`src/sprc_pkg.sv`:
```
// package: register map, encodings and timing constants of the sleep/reset controller
package sprc_pkg;
    // register byte offsets (all chosen here)
    localparam logic [7:0] SPRC_SYS_CTRL_OFS = 8'h00;
    localparam logic [7:0] SPRC_PMU_CTRL_OFS = 8'h04;
    localparam logic [7:0] SPRC_DOMAIN_OFS = 8'h08;
    localparam logic [7:0] SPRC_STATUS_OFS = 8'h0C;
    localparam logic [7:0] SPRC_MIRROR_CNT_OFS = 8'h10;
    localparam logic [7:0] SPRC_TRIM_POR_OFS = 8'h14;
    localparam logic [7:0] SPRC_TRIM_HW_OFS = 8'h18;
    localparam logic [7:0] SPRC_RADIO_CTRL_OFS = 8'h1C;
    localparam logic [7:0] SPRC_GP_CTRL_OFS = 8'h20;
    localparam logic [7:0] SPRC_SCRATCH_OFS = 8'h24;
    // system control fields
    localparam int SPRC_KEEP_SYSRAM_POS = 0;
    localparam int SPRC_SOFT_RESTART_POS = 1;
    localparam int SPRC_DEEP_SLEEP_REQ_POS = 2;
    // power management control fields
    localparam int SPRC_WAKE_RESTART_POS = 0;
    // domain enable fields: per, rad, bank a..d
    localparam int SPRC_PER_POS = 0;
    localparam int SPRC_RAD_POS = 1;
    localparam int SPRC_BANK_POS = 2;
    localparam int SPRC_NUM_BANKS = 4;
    // radio control and general control retained fields
    localparam logic [31:0] SPRC_RADIO_KEEP_MASK = 32'h0000_FFFF;
    localparam logic [31:0] SPRC_DEBUG_FREEZE_MASK = 32'h0001_0000;
    localparam logic [31:0] SPRC_XMEM_MAP_MASK = 32'h0000_001F;
    // reset values
    localparam logic [31:0] SPRC_ZERO = 32'h0000_0000;
    localparam logic [31:0] SPRC_DOMAIN_RST = 32'h0000_0003;
    localparam logic [15:0] SPRC_MIRROR_CNT_RST = 16'h0000;
    // processor reset request key
    localparam logic [31:0] SPRC_CPU_RESET_KEY = 32'h05FA_0004;
    // timing: power and analog settling before cpu release
    localparam int SPRC_CLK_MHZ = 200;
    localparam int SPRC_SETTLE_NS = 100;
    localparam int SPRC_SETTLE_CYC = (SPRC_SETTLE_NS * SPRC_CLK_MHZ + 999) / 1000;
    localparam int SPRC_PULSE_CYC = 4;
    localparam logic [31:0] SPRC_DECERR = 32'h0000_0000;
    // power mode states
    typedef enum logic [5:0] {
        SPRC_ACTIVE = 6'b000001,
        SPRC_SLEEP = 6'b000010,
        SPRC_GATED = 6'b000100,
        SPRC_POWER_UP = 6'b001000,
        SPRC_MIRROR = 6'b010000,
        SPRC_RESTART = 6'b100000
    } sprc_state_e;
endpackage

```
`src/sprc_sync_if.sv`:
```
// interface: synchronised external events passed between modules
`timescale 1ns/10ps
interface sprc_sync_if;
    logic pad_reset;
    logic wake;
    modport src (output pad_reset, output wake);
    modport dst (input pad_reset, input wake);
endinterface

```
`src/sprc_sync.sv`:
```
// module: two flip-flop synchroniser for the reset pad and wake event
`timescale 1ns/10ps
module sprc_sync (
    input wire logic aclk,
    input wire logic por_n,
    input wire logic reset_pad,
    input wire logic wake_event,
    sprc_sync_if.src sync
);
    logic [1:0] stage1;
    logic [1:0] stage2;
    // only the second stage is read downstream
    always_ff @(posedge aclk) begin
        if (!por_n) begin
            stage1 <= 2'h0;
            stage2 <= 2'h0;
        end else begin
            stage1 <= {wake_event, reset_pad};
            stage2 <= stage1;
        end
    end
    assign sync.pad_reset = stage2[0];
    assign sync.wake = stage2[1];
endmodule

```
`src/sprc_mirror.sv`:
```
// module: wake-time word copier from nonvolatile memory into system ram
`timescale 1ns/10ps
module sprc_mirror (
    input wire logic aclk,
    input wire logic rst,
    input wire logic start,
    input wire logic [15:0] word_count,
    input wire logic copy_ready,
    output logic copy_valid,
    output logic [15:0] copy_index,
    output logic done
);
    logic busy;
    // copies words 0..count-1 without the processor
    always_ff @(posedge aclk) begin
        if (rst) begin
            busy <= 1'b0;
            copy_index <= 16'h0000;
            done <= 1'b0;
        end else begin
            done <= 1'b0;
            if (start && !busy) begin
                busy <= (word_count != 16'h0000);
                done <= (word_count == 16'h0000);
                copy_index <= 16'h0000;
            end else if (busy && copy_ready) begin
                if (copy_index + 16'h0001 >= word_count) begin
                    busy <= 1'b0;
                    done <= 1'b1;
                end
                copy_index <= copy_index + 16'h0001;
            end
        end
    end
    assign copy_valid = busy;
endmodule

```
`src/sprc_top.sv`:
```
// module: power-mode sequencer, domain gating, retention and tiered resets
`timescale 1ns/10ps
module sprc_top
    import sprc_pkg::*;
(
    input wire logic aclk,
    input wire logic aresetn,
    input wire logic reset_pad,
    input wire logic wake_event,
    input wire logic cpu_sleeping,
    input wire logic cpu_reset_write,
    input wire logic [31:0] cpu_reset_data,
    input wire logic copy_ready,
    output logic copy_valid,
    output logic [15:0] copy_index,
    output logic hw_reset,
    output logic soft_reset,
    output logic cpu_hold,
    output logic boot_rom_start,
    output logic always_on_domain,
    output logic system_core_domain,
    output logic system_ram_domain,
    output logic system_ram_access,
    output logic peripheral_domain,
    output logic radio_domain,
    output logic debug_domain,
    output logic retention_bank_a_domain,
    output logic retention_bank_b_domain,
    output logic retention_bank_c_domain,
    output logic retention_bank_d_domain,
    output logic analog_enable,
    input wire logic [31:0] s_axi_awaddr,
    input wire logic s_axi_awvalid,
    output logic s_axi_awready,
    input wire logic [31:0] s_axi_wdata,
    input wire logic [3:0] s_axi_wstrb,
    input wire logic s_axi_wvalid,
    output logic s_axi_wready,
    output logic [1:0] s_axi_bresp,
    output logic s_axi_bvalid,
    input wire logic s_axi_bready,
    input wire logic [31:0] s_axi_araddr,
    input wire logic s_axi_arvalid,
    output logic s_axi_arready,
    output logic [31:0] s_axi_rdata,
    output logic [1:0] s_axi_rresp,
    output logic s_axi_rvalid,
    input wire logic s_axi_rready
);
    sprc_sync_if sync_bus ();
    sprc_state_e state;
    sprc_state_e next_state;
    logic por_n;
    logic hw_rst;
    logic sw_rst;
    logic any_rst;
    logic hw_or_por;
    logic soft_restart_bit;
    logic keep_system_ram_bit;
    logic deep_sleep_request_bit;
    logic wake_restart_bit;
    logic [31:0] domain_ctrl;
    logic [15:0] mirror_word_count_register;
    logic [31:0] trim_por;
    logic [31:0] trim_hw;
    logic [31:0] radio_control_register;
    logic [31:0] general_control_register;
    logic [31:0] scratch;
    logic [7:0] settle_cnt;
    logic [2:0] pulse_cnt;
    logic mirror_start;
    logic mirror_done;
    logic gated_kept_ram;
    logic [7:0] aw_ofs;
    logic [31:0] wdata_hold;
    logic [3:0] wstrb_hold;
    logic aw_full;
    logic w_full;
    logic do_write;
    logic wake_reset_req;
    logic cpu_key_hit;
    logic [31:0] wmask;
    logic [31:0] rd_value;
    logic rd_hit;

    // power-on reset stands in for the supply monitor output
    assign por_n = aresetn;
    assign hw_or_por = !por_n || hw_rst;
    assign any_rst = hw_or_por || sw_rst;
    assign cpu_key_hit = cpu_reset_write && (cpu_reset_data == SPRC_CPU_RESET_KEY);

    sprc_sync u_sync (
        .aclk(aclk),
        .por_n(por_n),
        .reset_pad(reset_pad),
        .wake_event(wake_event),
        .sync(sync_bus.src)
    );

    sprc_mirror u_mirror (
        .aclk(aclk),
        .rst(hw_or_por),
        .start(mirror_start),
        .word_count(mirror_word_count_register),
        .copy_ready(copy_ready),
        .copy_valid(copy_valid),
        .copy_index(copy_index),
        .done(mirror_done)
    );

    // hardware reset: pad level, or stretched pulse after wake restart
    always_ff @(posedge aclk) begin
        if (!por_n) begin
            pulse_cnt <= 3'h0;
        end else if (wake_reset_req) begin
            pulse_cnt <= 3'(SPRC_PULSE_CYC);
        end else if (pulse_cnt != 3'h0) begin
            pulse_cnt <= pulse_cnt - 3'h1;
        end
    end
    assign hw_rst = sync_bus.pad_reset || (pulse_cnt != 3'h0);
    // software reset held one cycle; ored sources, registered for glitch safety
    always_ff @(posedge aclk) begin
        if (!por_n) begin
            sw_rst <= 1'b0;
        end else begin
            sw_rst <= soft_restart_bit || cpu_key_hit;
        end
    end
    assign hw_reset = hw_rst;
    assign soft_reset = sw_rst;

    // power-on-only registers: word count and power-on trim
    always_ff @(posedge aclk) begin
        if (!por_n) begin
            mirror_word_count_register <= SPRC_MIRROR_CNT_RST;
            trim_por <= SPRC_ZERO;
        end else if (do_write) begin
            if (aw_ofs == SPRC_MIRROR_CNT_OFS) begin
                mirror_word_count_register <= (wdata_hold[15:0] & wmask[15:0])
                    | (mirror_word_count_register & ~wmask[15:0]);
            end
            if (aw_ofs == SPRC_TRIM_POR_OFS) begin
                trim_por <= (wdata_hold & wmask) | (trim_por & ~wmask);
            end
        end
    end

    // hardware-tier registers: untouched by software reset
    always_ff @(posedge aclk) begin
        if (hw_or_por) begin
            keep_system_ram_bit <= 1'b0;
            deep_sleep_request_bit <= 1'b0;
            wake_restart_bit <= 1'b0;
            trim_hw <= SPRC_ZERO;
            radio_control_register <= SPRC_ZERO;
            general_control_register <= SPRC_ZERO;
        end else if (do_write) begin
            case (aw_ofs)
                SPRC_SYS_CTRL_OFS: begin
                    if (wstrb_hold[0]) begin
                        keep_system_ram_bit <= wdata_hold[SPRC_KEEP_SYSRAM_POS];
                        deep_sleep_request_bit <= wdata_hold[SPRC_DEEP_SLEEP_REQ_POS];
                    end
                end
                SPRC_PMU_CTRL_OFS: begin
                    if (wstrb_hold[0]) begin
                        wake_restart_bit <= wdata_hold[SPRC_WAKE_RESTART_POS];
                    end
                end
                SPRC_TRIM_HW_OFS: trim_hw <= (wdata_hold & wmask) | (trim_hw & ~wmask);
                SPRC_RADIO_CTRL_OFS: begin
                    radio_control_register <= ((wdata_hold & wmask)
                        | (radio_control_register & ~wmask))
                        & (SPRC_RADIO_KEEP_MASK | SPRC_DEBUG_FREEZE_MASK);
                end
                SPRC_GP_CTRL_OFS: begin
                    general_control_register <= ((wdata_hold & wmask)
                        | (general_control_register & ~wmask)) & SPRC_XMEM_MAP_MASK;
                end
                default: ;
            endcase
        end else if (state == SPRC_POWER_UP) begin
            deep_sleep_request_bit <= 1'b0; // request consumed on wake
        end
    end

    // any-reset registers; sleep is not a reset, so all stay retained
    always_ff @(posedge aclk) begin
        if (any_rst) begin
            domain_ctrl <= SPRC_DOMAIN_RST;
            scratch <= SPRC_ZERO;
            soft_restart_bit <= 1'b0;
        end else begin
            soft_restart_bit <= 1'b0; // self-clearing strobe
            if (do_write) begin
                if (aw_ofs == SPRC_DOMAIN_OFS) begin
                    domain_ctrl <= (wdata_hold & wmask) | (domain_ctrl & ~wmask);
                end
                if (aw_ofs == SPRC_SCRATCH_OFS) begin
                    scratch <= (wdata_hold & wmask) | (scratch & ~wmask);
                end
                if (aw_ofs == SPRC_SYS_CTRL_OFS && wstrb_hold[0]) begin
                    soft_restart_bit <= wdata_hold[SPRC_SOFT_RESTART_POS];
                end
            end
        end
    end

    // power-mode state register
    always_ff @(posedge aclk) begin
        if (hw_or_por) begin
            state <= SPRC_ACTIVE;
            gated_kept_ram <= 1'b0;
            settle_cnt <= 8'h00;
        end else begin
            state <= next_state;
            if (state == SPRC_ACTIVE && next_state == SPRC_GATED) begin
                gated_kept_ram <= keep_system_ram_bit; // mode latched at entry
            end
            if (state == SPRC_POWER_UP) begin
                settle_cnt <= settle_cnt + 8'h01;
            end else begin
                settle_cnt <= 8'h00;
            end
        end
    end

    // next mode; cpu_sleeping comes from core logic on this clock
    always_comb begin
        next_state = state;
        mirror_start = 1'b0;
        wake_reset_req = 1'b0;
        case (state)
            SPRC_ACTIVE: begin
                if (cpu_sleeping && deep_sleep_request_bit) begin
                    next_state = SPRC_GATED;
                end else if (cpu_sleeping) begin
                    next_state = SPRC_SLEEP;
                end
            end
            SPRC_SLEEP: begin
                if (!cpu_sleeping || sync_bus.wake) begin
                    next_state = SPRC_ACTIVE;
                end
            end
            SPRC_GATED: begin
                if (sync_bus.wake) begin
                    next_state = SPRC_POWER_UP;
                end
            end
            SPRC_POWER_UP: begin
                if (settle_cnt >= 8'(SPRC_SETTLE_CYC - 1)) begin
                    if (wake_restart_bit) begin
                        next_state = SPRC_RESTART;
                        wake_reset_req = 1'b1;
                    end else if (gated_kept_ram) begin
                        next_state = SPRC_ACTIVE;
                    end else begin
                        next_state = SPRC_MIRROR;
                        mirror_start = 1'b1;
                    end
                end
            end
            SPRC_MIRROR: begin
                if (mirror_done) begin
                    next_state = SPRC_ACTIVE;
                end
            end
            SPRC_RESTART: next_state = SPRC_RESTART; // left by the hardware reset
            default: next_state = SPRC_ACTIVE;
        endcase
    end

    // domain gating outputs
    assign always_on_domain = 1'b1;
    assign system_core_domain = (state != SPRC_GATED);
    assign debug_domain = (state != SPRC_GATED);
    assign system_ram_domain = (state != SPRC_GATED) || gated_kept_ram;
    assign system_ram_access = (state != SPRC_GATED) && (state != SPRC_POWER_UP);
    assign analog_enable = (state != SPRC_GATED);
    assign peripheral_domain = domain_ctrl[SPRC_PER_POS];
    assign radio_domain = domain_ctrl[SPRC_RAD_POS];
    assign retention_bank_a_domain = domain_ctrl[SPRC_BANK_POS];
    assign retention_bank_b_domain = domain_ctrl[SPRC_BANK_POS + 1];
    assign retention_bank_c_domain = domain_ctrl[SPRC_BANK_POS + 2];
    assign retention_bank_d_domain = domain_ctrl[SPRC_BANK_POS + 3];
    assign cpu_hold = (state == SPRC_GATED) || (state == SPRC_POWER_UP)
        || (state == SPRC_MIRROR) || (state == SPRC_RESTART);
    assign boot_rom_start = hw_or_por || sw_rst;

    // axi write channel capture; address and data may arrive in either order
    always_ff @(posedge aclk) begin
        if (!por_n) begin
            aw_full <= 1'b0;
            w_full <= 1'b0;
            aw_ofs <= 8'h00;
            wdata_hold <= SPRC_ZERO;
            wstrb_hold <= 4'h0;
            s_axi_bvalid <= 1'b0;
        end else begin
            if (s_axi_awvalid && s_axi_awready) begin
                aw_full <= 1'b1;
                aw_ofs <= s_axi_awaddr[7:0];
            end
            if (s_axi_wvalid && s_axi_wready) begin
                w_full <= 1'b1;
                wdata_hold <= s_axi_wdata;
                wstrb_hold <= s_axi_wstrb;
            end
            if (do_write) begin
                aw_full <= 1'b0;
                w_full <= 1'b0;
                s_axi_bvalid <= 1'b1;
            end else if (s_axi_bready) begin
                s_axi_bvalid <= 1'b0;
            end
        end
    end
    assign s_axi_awready = !aw_full && !s_axi_bvalid;
    assign s_axi_wready = !w_full && !s_axi_bvalid;
    assign do_write = aw_full && w_full && !s_axi_bvalid;
    assign s_axi_bresp = (aw_ofs > SPRC_SCRATCH_OFS || aw_ofs[1:0] != 2'h0
        || aw_ofs == SPRC_STATUS_OFS) ? 2'h3 : 2'h0;
    assign wmask = {{8{wstrb_hold[3]}}, {8{wstrb_hold[2]}},
        {8{wstrb_hold[1]}}, {8{wstrb_hold[0]}}};

    // read decode
    always_comb begin
        rd_value = SPRC_DECERR;
        rd_hit = 1'b1;
        case (s_axi_araddr[7:0])
            SPRC_SYS_CTRL_OFS: rd_value = {29'h0, deep_sleep_request_bit, 1'b0,
                keep_system_ram_bit};
            SPRC_PMU_CTRL_OFS: rd_value = {31'h0, wake_restart_bit};
            SPRC_DOMAIN_OFS: rd_value = domain_ctrl;
            SPRC_STATUS_OFS: rd_value = {25'h0, system_ram_access, state};
            SPRC_MIRROR_CNT_OFS: rd_value = {16'h0, mirror_word_count_register};
            SPRC_TRIM_POR_OFS: rd_value = trim_por;
            SPRC_TRIM_HW_OFS: rd_value = trim_hw;
            SPRC_RADIO_CTRL_OFS: rd_value = radio_control_register;
            SPRC_GP_CTRL_OFS: rd_value = general_control_register;
            SPRC_SCRATCH_OFS: rd_value = scratch;
            default: rd_hit = 1'b0;
        endcase
    end

    // axi read answer, one cycle after the address is taken
    always_ff @(posedge aclk) begin
        if (!por_n) begin
            s_axi_rvalid <= 1'b0;
            s_axi_rdata <= SPRC_ZERO;
            s_axi_rresp <= 2'h0;
        end else if (s_axi_arvalid && s_axi_arready) begin
            s_axi_rvalid <= 1'b1;
            s_axi_rdata <= rd_value;
            s_axi_rresp <= rd_hit ? 2'h0 : 2'h3;
        end else if (s_axi_rready) begin
            s_axi_rvalid <= 1'b0;
        end
    end
    assign s_axi_arready = !s_axi_rvalid;
endmodule

```
`config.mk`:
```
export PLATFORM = sky130hd
export DESIGN_NAME = sprc_top
export DESIGN_NICKNAME = d
export VERILOG_FILES = /design/src/sprc_pkg.sv /design/src/sprc_sync_if.sv /design/src/sprc_sync.sv /design/src/sprc_mirror.sv /design/src/sprc_top.sv
export SDC_FILE = /design/constraint.sdc
export NUM_CORES = 1
export LEC_CHECK = 0
export ABC_CLOCK_PERIOD_IN_PS = 3400
export BUFFER_PORTS_ARGS = -buffer_cell sky130_fd_sc_hd__buf_2
export CORE_MARGIN = 2
export CORE_UTILIZATION = 45
export DETAILED_ROUTE_END_ITERATION = 8
export PLACE_DENSITY = 0.72
export SYNTH_ARGS = -nofsm -noshare
export SYNTH_HDL_FRONTEND = slang
export SYNTH_SLANG_ARGS = --single-unit
```
`constraint.sdc`:
```
create_clock -name aclk -period 3.4 [get_ports aclk]
set_clock_uncertainty 0.05 [all_clocks]
set_input_delay 0.68 -clock aclk [delete_from_list [all_inputs] [get_ports aclk]]
set_output_delay 0.68 -clock aclk [all_outputs]
set_load 0.02 [all_outputs]
```
==> results of run 1 <==
==> cell type report <==
| class | count | area [um^2] | share of cell area [%] |
|---|---|---|---|
| multi-input cells | 1128 | 6430 | 42.8 |
| flip-flops and latches | 292 | 5850 | 38.9 |
| repair buffers | 199 | 1090 | 7.23 |
| clock buffers | 40 | 858 | 5.71 |
| well taps | 378 | 473 | 3.15 |
| clock inverters | 16 | 223 | 1.48 |
| inverters | 25 | 95.1 | 0.633 |
| diodes | 2 | 5.00 | 0.0333 |
==> per-stage QoR <==
stage | setup slack [ns] | util, %
global placement | 0.640 | 49.9
finish | 0.258 | 53.8
global route | 0.103 | 53.8
detailed placement | 0.585 | 49.9
floorplan | 0.687 | -
CTS | 0.221 | 53.8
==> per-layer routing <==
layer	up-vias	track usage (%)	share of wire, %
met5	-	0	0
met1	5604	32.0	42
met4	0	10.1	3.9
met3	96	3.67	7.9
met2	502	40.2	46
li1	5648	-	-
==> report_power, final <==
part | switching, W | internal, W | total (W)
Clock | 0.00140 | 0.00215 | 0.00356
Sequential | 0.000106 | 0.00348 | 0.00359
Combinational | 0.000526 | 0.000212 | 0.000738
==> cells in the mapped netlist (all sizes together) (3+ instances only) <==
master | instances | area share [%]
nand3b | 5 | 0.29
or3 | 4 | 0.19
nor2b | 8 | 0.39
a32oi | 4 | 0.27
nand2b | 9 | 0.44
o21a | 4 | 0.23
xor2 | 17 | 1.2
nor4 | 18 | 1.0
nor4b | 5 | 0.44
mux2i | 44 | 3.4
and3 | 9 | 0.44
xnor2 | 19 | 1.3
nor3 | 15 | 1.1
buf | 43 | 2.0
o211ai | 3 | 0.17
a21oi | 210 | 8.5
a21o | 19 | 1.1
inv | 25 | 0.73
a222oi | 11 | 0.86
nand4 | 12 | 0.58
mux2 | 3 | 0.26
or4b | 5 | 0.42
a32o | 3 | 0.23
nand2 | 355 | 10
dfxtp | 292 | 45
ha | 21 | 2.0
nor2 | 92 | 2.7
or4 | 5 | 0.29
o21ai | 13 | 0.51
nand3 | 93 | 3.6
clkbuf | 65 | 1.9
a22oi | 54 | 3.3
a221oi | 5 | 0.39
and2 | 18 | 0.88
o22ai | 4 | 0.19
a22o | 19 | 1.3
==> cell usage in the layout, fill, tap and decap left out, types with 12 or more instances in the layout <==
| master | netlist | layout |
|---|---|---|
| a21o_1 | 19 | 19 |
| a21oi_1 | 198 | 198 |
| a21oi_2 | 12 | 12 |
| a22o_1 | 19 | 19 |
| a22oi_1 | 50 | 50 |
| and2_1 | 17 | 17 |
| buf_2 | 29 | 168 |
| buf_4 | 7 | 30 |
| clkbuf_16 | 0 | 30 |
| dfxtp_1 | 292 | 292 |
| ha_1 | 21 | 21 |
| inv_1 | 23 | 23 |
| mux2i_1 | 44 | 44 |
| nand2_1 | 355 | 355 |
| nand3_1 | 93 | 93 |
| nand4_1 | 12 | 12 |
| nor2_1 | 92 | 92 |
| nor4_1 | 16 | 15 |
| xnor2_1 | 19 | 19 |
| xor2_1 | 17 | 17 |
==> logic make-up after synthesis <==
kind of cell	Yosys count
xor gates and xnor gates	36
muxes	47
other	1
AOI/OAI and AO/OA	360
buffers and inverters	133
and+or+nand+nor	663
adders and majority gates	21
DFF	292
==> final timing paths <==
check | endpoint | startpoint | cells after the start | slack [ns]
setup / recovery | boot_rom_start | pulse_cnt[0] | 8 | 0.26
hold / removal | s_axi_rvalid | s_axi_rready | 2 | 0.25
setup reg to reg | u_mirror.done | u_mirror.copy_index[0] | 11 | 0.56
hold reg to reg | u_sync.stage2[0] | u_sync.stage1[0] | 1 | 0.38
==> worst max-delay path: cells and delay by family (launching register included) <==
family	cells	cell delay, ns
fa+ha+maj	2	0.48
buf+inv	3	0.34
flops	1	0.31
simple gates	3	0.72
==> results.cfg, run 1 <==
[grt]
antenna_found_initial = 0
first_global_vias = 11400
grt_pass1_wl_um = 60100
grt_use_total_pct = 24.4
grt_max_degree = 76
grt_overflow = 0

[clock_network]
htree_levels = 1
worst_skew_pair.late_latency_ns = 0.57
clk_path_buf_depth = 3
cts_resized = 0
postCtsHoldBufs = 0
numCtsBuffers = 30
root_buffer = clkbuf_16
tritoncts = built
clock_sinks = 292
post-cts-setup-buffers = 0
path_clk_slew_ns = 0.06

[route]
drtIter0Drc = 1120
first_pass_iters = 6
drc = 0
routed_via_density = 5.70
detail-route-antenna-nets = 0
wl_per_cell_um = 18.1
vias = 11900
wl_um = 37600

[floorplan]
start_util_pct = 46.1
die_h_um = 173
core_mm2 = 0.0279
io_pins = 218
placementRows = 61
die_area_mm2 = 0.0300
dieWidth_um = 173

[sta]
finalMaxSlewViolations = 0
fmax_mhz = 318
period_share_pct = 92.4
setup-tns-final_ns = 0
min_period_ns = 3.14
worstMarginPinSlew_ns = 0.883
grt_setup_unrepaired = no
setup_violations = 0
hold_ws_ns = 0.254
slew-limit-headroom_pct = 41.1
hold_viol_final = 0

[run]
drv_cap = 0

[cells_and_area]
synthToLayoutAreaGrowth_pct = 16.7
final_cells = 2080
layout-drive-gt1-share_pct = 17.2
nets = 1841
fillCellCount = 2630
final_area_mm2 = 0.0150

[setup_path]
crit_fanout = 6
crit_arrival_ns = 2.41
critPathLaunchType = flop
max_stage_delay_ns = 0.33
crit_type = reg2out
path_cells = inv_1, ha_1, ha_1, nand2b_1, or2_2, nor2_1, inv_2, buf_2
crit_required_ns = 2.67
cp_common_cell = ha_1
critPathSlowestCell = or2_2
end_kind = output port

[outcome]
status = completed

[power_and_ir_drop]
p_per_area_mw_per_mm2 = 525
leakage_nw = 5.63
vdd_drop_max_mv = 0.385
p_total_w = 0.00788

[place]
place_area_mm2 = 0.0139
post-place-cells = 2022
gp_congestion = 0.859
dp_hpwl_um = 25100
port_buffers = 168

[hold_path]
hp-class = in2reg

[synth]
synthAdderAreaFrac_pct = 2.04
synth.area.mux_share_pct = 3.68
synth_top_family_by_area = simple AND/OR/NAND/NOR gates
synth_xor_area_share_pct = 2.45
syn-instance-count = 1553
synth-edff-count = 0
ys_types = 71
synthesis.area_mm2 = 0.0129
synth_compound_area_share_pct = 17.9
synth_ff_type = dfxtp_1
ys_ff_latch = 292
yosys_warnings = 0
syn-num-nets = 1718
avgSynthCellArea_um2 = 8.29
async_flop_share_pct = 0
yosysSeqAreaShare_pct = 45.4
synthSimpleGateAreaFrac_pct = 23.8
(Power assumes the default switching activity.)
==> inputs of run 2 (changes only) <==
Settings changed: BUFFER_PORTS_ARGS -buffer_cell sky130_fd_sc_hd__buf_2 to not set, CORE_UTILIZATION 45 to 50, DONT_BUFFER_PORTS set to 1, PLACE_DENSITY 0.72 to 0.71.
==> run 2 against run 1 <==
  * Sequential power hardly changed
  * Sequential share of layout area grew 2.6 points
  * Design area decreased by 6.4%
  * Combinational power down 14%
  * Non-clock buffer count decreased by 168
  * Count of clock-buffer cells in the layout grew 1
  * Clock power decreased by 4%
  * Global-route usage rose by 2.0 points
  * Total power shrank 3.0%
  * Worst setup slack improved by 0.0087 ns
  * Critical path type unchanged
  * Critical endpoint unchanged
  * Largest power group unchanged
==> results.cfg, run 2 (synthesis results as in run 1) <==
[cells_and_area]
nets = 1674
layout-drive-gt1-share_pct = 7.78
multiInputGateArea_mm2 = 0.00644
layout_common_cells = 355 x nand2_1, 292 x dfxtp_1, 198 x a21oi_1, 93 x nand3_1, 91 x nor2_1
synthToLayoutAreaGrowth_pct = 9.29
fillCellCount = 2311
diodes = 0
final_cells = 1859
layout_commonest_cell = nand2_1
regArea_mm2 = 0.00585

[route]
drc = 0
wl_um = 36100
drtIter0Drc = 1029
vias = 11200
first_pass_iters = 7
detail-route-antenna-nets = 0
wl_per_cell_um = 19.4
routed_via_density = 6.01

[power_and_ir_drop]
p_total_w = 0.00765
p_per_area_mw_per_mm2 = 544
pwr-share-clk_pct = 44.6
leakage_nw = 4.86
vdd_drop_max_mv = 0.468
p_sw_w = 0.00196
pwr-share-comb_pct = 8.3
p_int_w = 0.00569
sequentialPowerShare_pct = 47.1
power_switching_share_pct = 25.6

[grt]
first_global_vias = 10700
grt_pass1_wl_um = 57000
grt_overflow = 0
antenna_found_initial = 0
grt_use_total_pct = 26.4
grt_max_degree = 63

[clock_network]
clk_path_buf_depth = 3
post-cts-setup-buffers = 0
tritoncts = built
numCtsBuffers = 31
clock_sinks = 292
path_clk_slew_ns = 0.06
root_buffer = clkbuf_16
worst_skew_pair.late_latency_ns = 0.57
cts_resized = 0
postCtsHoldBufs = 0
htree_levels = 1

[hold_path]
hp-class = in2reg

[sta]
slew-limit-headroom_pct = 40.9
finalMaxSlewViolations = 0
grt_setup_unrepaired = no
setup_violations = 0
min_period_ns = 3.13
hold_viol_final = 0
worstMarginPinSlew_ns = 0.886
fmax_mhz = 319
setup-tns-final_ns = 0
period_share_pct = 92.2

[floorplan]
die_h_um = 164
placementRows = 58
die_area_mm2 = 0.0270
io_pins = 218
core_mm2 = 0.0253
start_util_pct = 51.0
dieWidth_um = 164

[setup_path]
crit_fanout = 19
crit_required_ns = 2.67
path_delay_family = simple AND/OR/NAND/NOR gates
end_kind = output port
critPathSlowestCell = or2_2
r2r_slack_ns = 0.40
path_buf_inv = 2
critPathLaunchType = flop
path_cells = inv_1, ha_1, ha_1, nand2b_1, or2_2, nor2_2, inv_4
cp_common_cell = ha_1
crit_type = reg2out
max_stage_delay_ns = 0.35
crit_arrival_ns = 2.40

[place]
dp_hpwl_um = 24000
port_buffers = 0
post-place-cells = 1806
gp_congestion = 0.871

[run]
drv_cap = 0

[outcome]
status = completed
-- run 2: cell types whose count changed in the layout (fill, tap and decap cells not counted), moves of 2 or more --
cell,before,now
buf_2,168,0
clkbuf_1,3,7
clkbuf_8,7,3
clkinv_2,10,6
diode_2,2,0
inv_4,0,2
-- run 2: final cells by class --
cell class,instances,share of cell area [%]
Multi-Input combinational cell,1128,45.8
Sequential cell,292,41.6
Clock buffer,41,6.00
Tap cell,330,2.94
Timing Repair Buffer,31,1.74
Clock inverter,12,1.29
Inverter,25,0.703
-- run 2: power by group through the flow --
stage	Sequential [W]	Clock, W	Combinational, W
2_1_floorplan	0.00360	0	0.000524
3_3_place_gp	0.00367	0	0.000612
3_5_place_dp	0.00368	0	0.000627
4_1_cts	0.00360	0.00347	0.000631
5_1_grt	0.00361	0.00360	0.000699
6_report	0.00360	0.00341	0.000638
-- run 2: path summary, 6_finish.rpt --
kind / startpoint / endpoint / depth (start not counted)
max: pulse_cnt[0] / boot_rom_start / 7
min reg2reg: u_sync.stage1[0] / u_sync.stage2[0] / 1
max reg2reg: u_mirror.copy_index[0] / u_mirror.done / 11
min: s_axi_rready / s_axi_rvalid / 1
-- run 2: worst register-to-register path, stage by stage (launching register included) --
cell     delay, ns
dfxtp_1       0.54
and3_1        0.25
and3_1        0.28
nand4_1       0.19
nor2_1        0.18
xor2_1        0.19
ha_1          0.27
a21o_1        0.19
a21o_1        0.17
a21oi_1       0.30
nor2b_1       0.18
a21oi_1       0.08
-- run 2: through the flow --
| stage | hold slack [ns] | instance area [um^2] | util (%) | worst slack, ns |
|---|---|---|---|---|
| after floorplan | 0.362 | 12900 | - | 0.687 |
| after global routing | 0.159 | 14100 | 55.7 | 0.123 |
| final | 0.155 | 14100 | 55.7 | 0.267 |
| after CTS | 0.141 | 14100 | 55.7 | 0.116 |
| after global placement | 0.366 | 13000 | 51.6 | 0.500 |
| after detailed placement | 0.376 | 13000 | 51.6 | 0.462 |
-- run 2: metal layers --
| metal | up-vias | global-route usage, % | routed length, um |
|---|---|---|---|
| met2 | 459 | 44.2 | 17000 |
| met3 | 72 | 4.82 | 3040 |
| li1 | 5339 | - | - |
| met1 | 5295 | 34.4 | 15000 |
| met5 | - | 0 | 0 |
| met4 | 0 | 9.17 | 1020 |
==> inputs of run 3 (changes only) <==
Settings changed: SYNTH_HIERARCHICAL set to 1.
==> run 3 against run 2 <==
  * Core utilization about the same
  * Total power increased by 5.1%
  * Worst setup slack improved by 0.0039 ns
  * Via count increased by 7.0%
  * Count of clock-buffer cells in the layout increased by 4
  * Design area increased by 5.8%
  * Combinational power increased by 19%
  * First-iteration DRC count increased by 24%
  * Critical path type unchanged
  * Flip-flop and latch count unchanged
  * Final cell count increased by 0.11%
  * Sequential power about the same
  * Area after synthesis increased by 4.8%
  * Critical endpoint unchanged
==> results.cfg, run 3 <==
[synth]
synth-edff-count = 0
synth_top_area_cell = dfxtp_1
synthSimpleGateAreaFrac_pct = 21.4
ys_ff_latch = 292
synth_xor_area_share_pct = 2.21
ys_types = 80
async_flop_share_pct = 0
synth.area.mux_share_pct = 7.70
yosysSeqAreaShare_pct = 43.4
synth_compound_area_share_pct = 18.4
yosys.area.top_type_share_pct = 43.4
yosys_warnings = 6
synth_area_leaders = dfxtp_1 43%, a21oi_1 6.3%, mux2i_1 5.9%
synth_top_family_by_area = simple AND/OR/NAND/NOR gates
synth_most_common_cell = dfxtp_1
syn-num-nets = 1707
synth_ff_type = dfxtp_1
synthAdderAreaFrac_pct = 1.95
ys_top_cells_by_count = 292 x dfxtp_1, 170 x a21oi_1, 145 x nand2_1, 116 x nor2_1, 102 x nand3_1
synthesis.area_mm2 = 0.0135
avgSynthCellArea_um2 = 8.74
syn-instance-count = 1542

[grt]
grt_use_total_pct = 27.8
first_global_vias = 11400
antenna_found_initial = 0
grt_overflow = 0
grt_max_degree = 61
grt_pass1_wl_um = 63300

[clock_network]
clk_path_buf_depth = 3
numCtsBuffers = 31
post-cts-setup-buffers = 0
path_clk_slew_ns = 0.06
tritoncts = built
htree_levels = 1
clock_sinks = 292
root_buffer = clkbuf_16
worst_skew_pair.late_latency_ns = 0.55
postCtsHoldBufs = 0

[setup_path]
cp_common_cell = ha_1
critPathLaunchType = flop
critPathSlowestCell = and3b_2
crit_type = reg2out
path_delay_family = simple AND/OR/NAND/NOR gates
timing.rr.start = u_mirror/copy_index[3]
crit_required_ns = 2.67
crit_arrival_ns = 2.40
r2r-end = u_mirror/done
max_stage_delay_ns = 0.36
r2r.worst_path.cells = 10
path_cells = inv_1, ha_1, ha_1, and3b_2, clkinv_1, nor2_2, inv_2
end_kind = output port
r2r_slack_ns = 0.38
path_buf_inv = 3
crit_fanout = 7

[place]
port_buffers = 0
dp_hpwl_um = 26800
gp_congestion = 0.875

[cells_and_area]
diodes = 0
layout_common_cells = 291 x dfxtp_1, 169 x a21oi_1, 145 x nand2_1, 115 x nor2_1, 102 x nand3_1
layout-drive-gt1-share_pct = 9.87
fin_util_pct = 55.7
nets = 1661
fillCellCount = 2362
synthToLayoutAreaGrowth_pct = 10.4
layout_commonest_cell = dfxtp_1

[sta]
min_period_ns = 3.13
hold_ws_ns = 0.196
worstMarginPinSlew_ns = 0.985
slew-limit-headroom_pct = 33.5
setup-tns-final_ns = 0
period_share_pct = 92.0
finalMaxSlewViolations = 0
hold_viol_final = 0
grt_setup_unrepaired = no
fmax_mhz = 320
setup_violations = 0

[route]
wl_um = 40500
routed_via_density = 6.42
wl_per_cell_um = 21.8
first_pass_iters = 8
drtIter0Drc = 1278
vias = 11900
drc = 0
detail-route-antenna-nets = 0

[hold_path]
hp-class = in2reg
worstHoldEndpoint = u_sync/stage1[0]
holdCritStartpoint = reset_pad
min_path_cells = 1

[floorplan]
start_util_pct = 50.4
core_mm2 = 0.0267
die_area_mm2 = 0.0283
dieWidth_um = 168
io_pins = 218
placementRows = 60
die_h_um = 168

[power_and_ir_drop]
p_total_w = 0.00804
vdd_drop_max_mv = 0.320
leakage_nw = 5.01
p_per_area_mw_per_mm2 = 540

[outcome]
status = completed

[run]
drv_cap = 0
-- run 3: repair_timing --
action                     in CTS  in global routing
setup endpoints to repair       1                  1
resized for setup               1                  1
pin swaps                       0                  0
-- run 3: cells by family (layout without fill, tap and decap cells) --
group,after synthesis,in the layout
AO/OA/AOI/OAI,404,404
XOR/XNOR,34,34
adder cells (fa/ha/maj),21,21
buffers and inverters,156,134
flip-flops,292,292
multiplexers,92,92
other,1,1
AND/OR/NAND/NOR,542,542
-- run 3: worst max-delay path by stage --
stage                                 startpoint              to  slack (ns)  depth (start not counted)
after floorplan           u_mirror/copy_index[4]   u_mirror/done        0.79                         10
after global placement    u_mirror/copy_index[3]   u_mirror/done        0.48                         10
after detailed placement  u_mirror/copy_index[3]   u_mirror/done        0.42                         10
after CTS                           pulse_cnt[0]  boot_rom_start        0.10                          7
after global routing                pulse_cnt[0]  boot_rom_start        0.08                          7
final                               pulse_cnt[0]  boot_rom_start        0.27                          7
-- run 3: per-layer routing --
layer  track usage, %  wire length [um]
met1             35.1             16500
met2             46.4             19000
met3             6.91              3860
met4             9.67              1170
met5                0                 0
-- run 3: stage by stage --
stage                     instances  cell area (um^2)  setup WS [ns]
after floorplan                1542             13500          0.789
after global placement         1804             13700          0.480
after detailed placement       1804             13700          0.421
after CTS                      1861             14900          0.103
after global routing           1861             14900         0.0847
final                          1861             14900          0.271
-- run 3: layout make-up --
| cell class | instances | area [um^2] | area share (%) |
|---|---|---|---|
| multi-input combinational | 1094 | 7010 | 47.1 |
| sequential | 292 | 5850 | 39.3 |
| clock buffer | 45 | 968 | 6.51 |
| tap | 341 | 427 | 2.87 |
| timing repair buffer | 45 | 350 | 2.35 |
| clock inverter | 12 | 165 | 1.11 |
| inverter | 32 | 121 | 0.815 |
-- run 3: power breakdown --
| group | leakage [nW] | total (W) | internal [W] | switching (W) |
|---|---|---|---|---|
| combinational | 2.08 | 0.000760 | 0.000202 | 0.000558 |
| sequential | 2.36 | 0.00362 | 0.00348 | 0.000135 |
| clock | 0.563 | 0.00366 | 0.00226 | 0.00139 |
-- run 3: worst reg2reg max path, delay by kind of cell (launching register included) --
family / cells / cell delay, ns
flip-flops: 1 / 0.57
adder cells (fa/ha/maj): 1 / 0.31
AO/OA/AOI/OAI: 3 / 0.70
XOR/XNOR: 1 / 0.17
AND/OR/NAND/NOR: 5 / 1.07
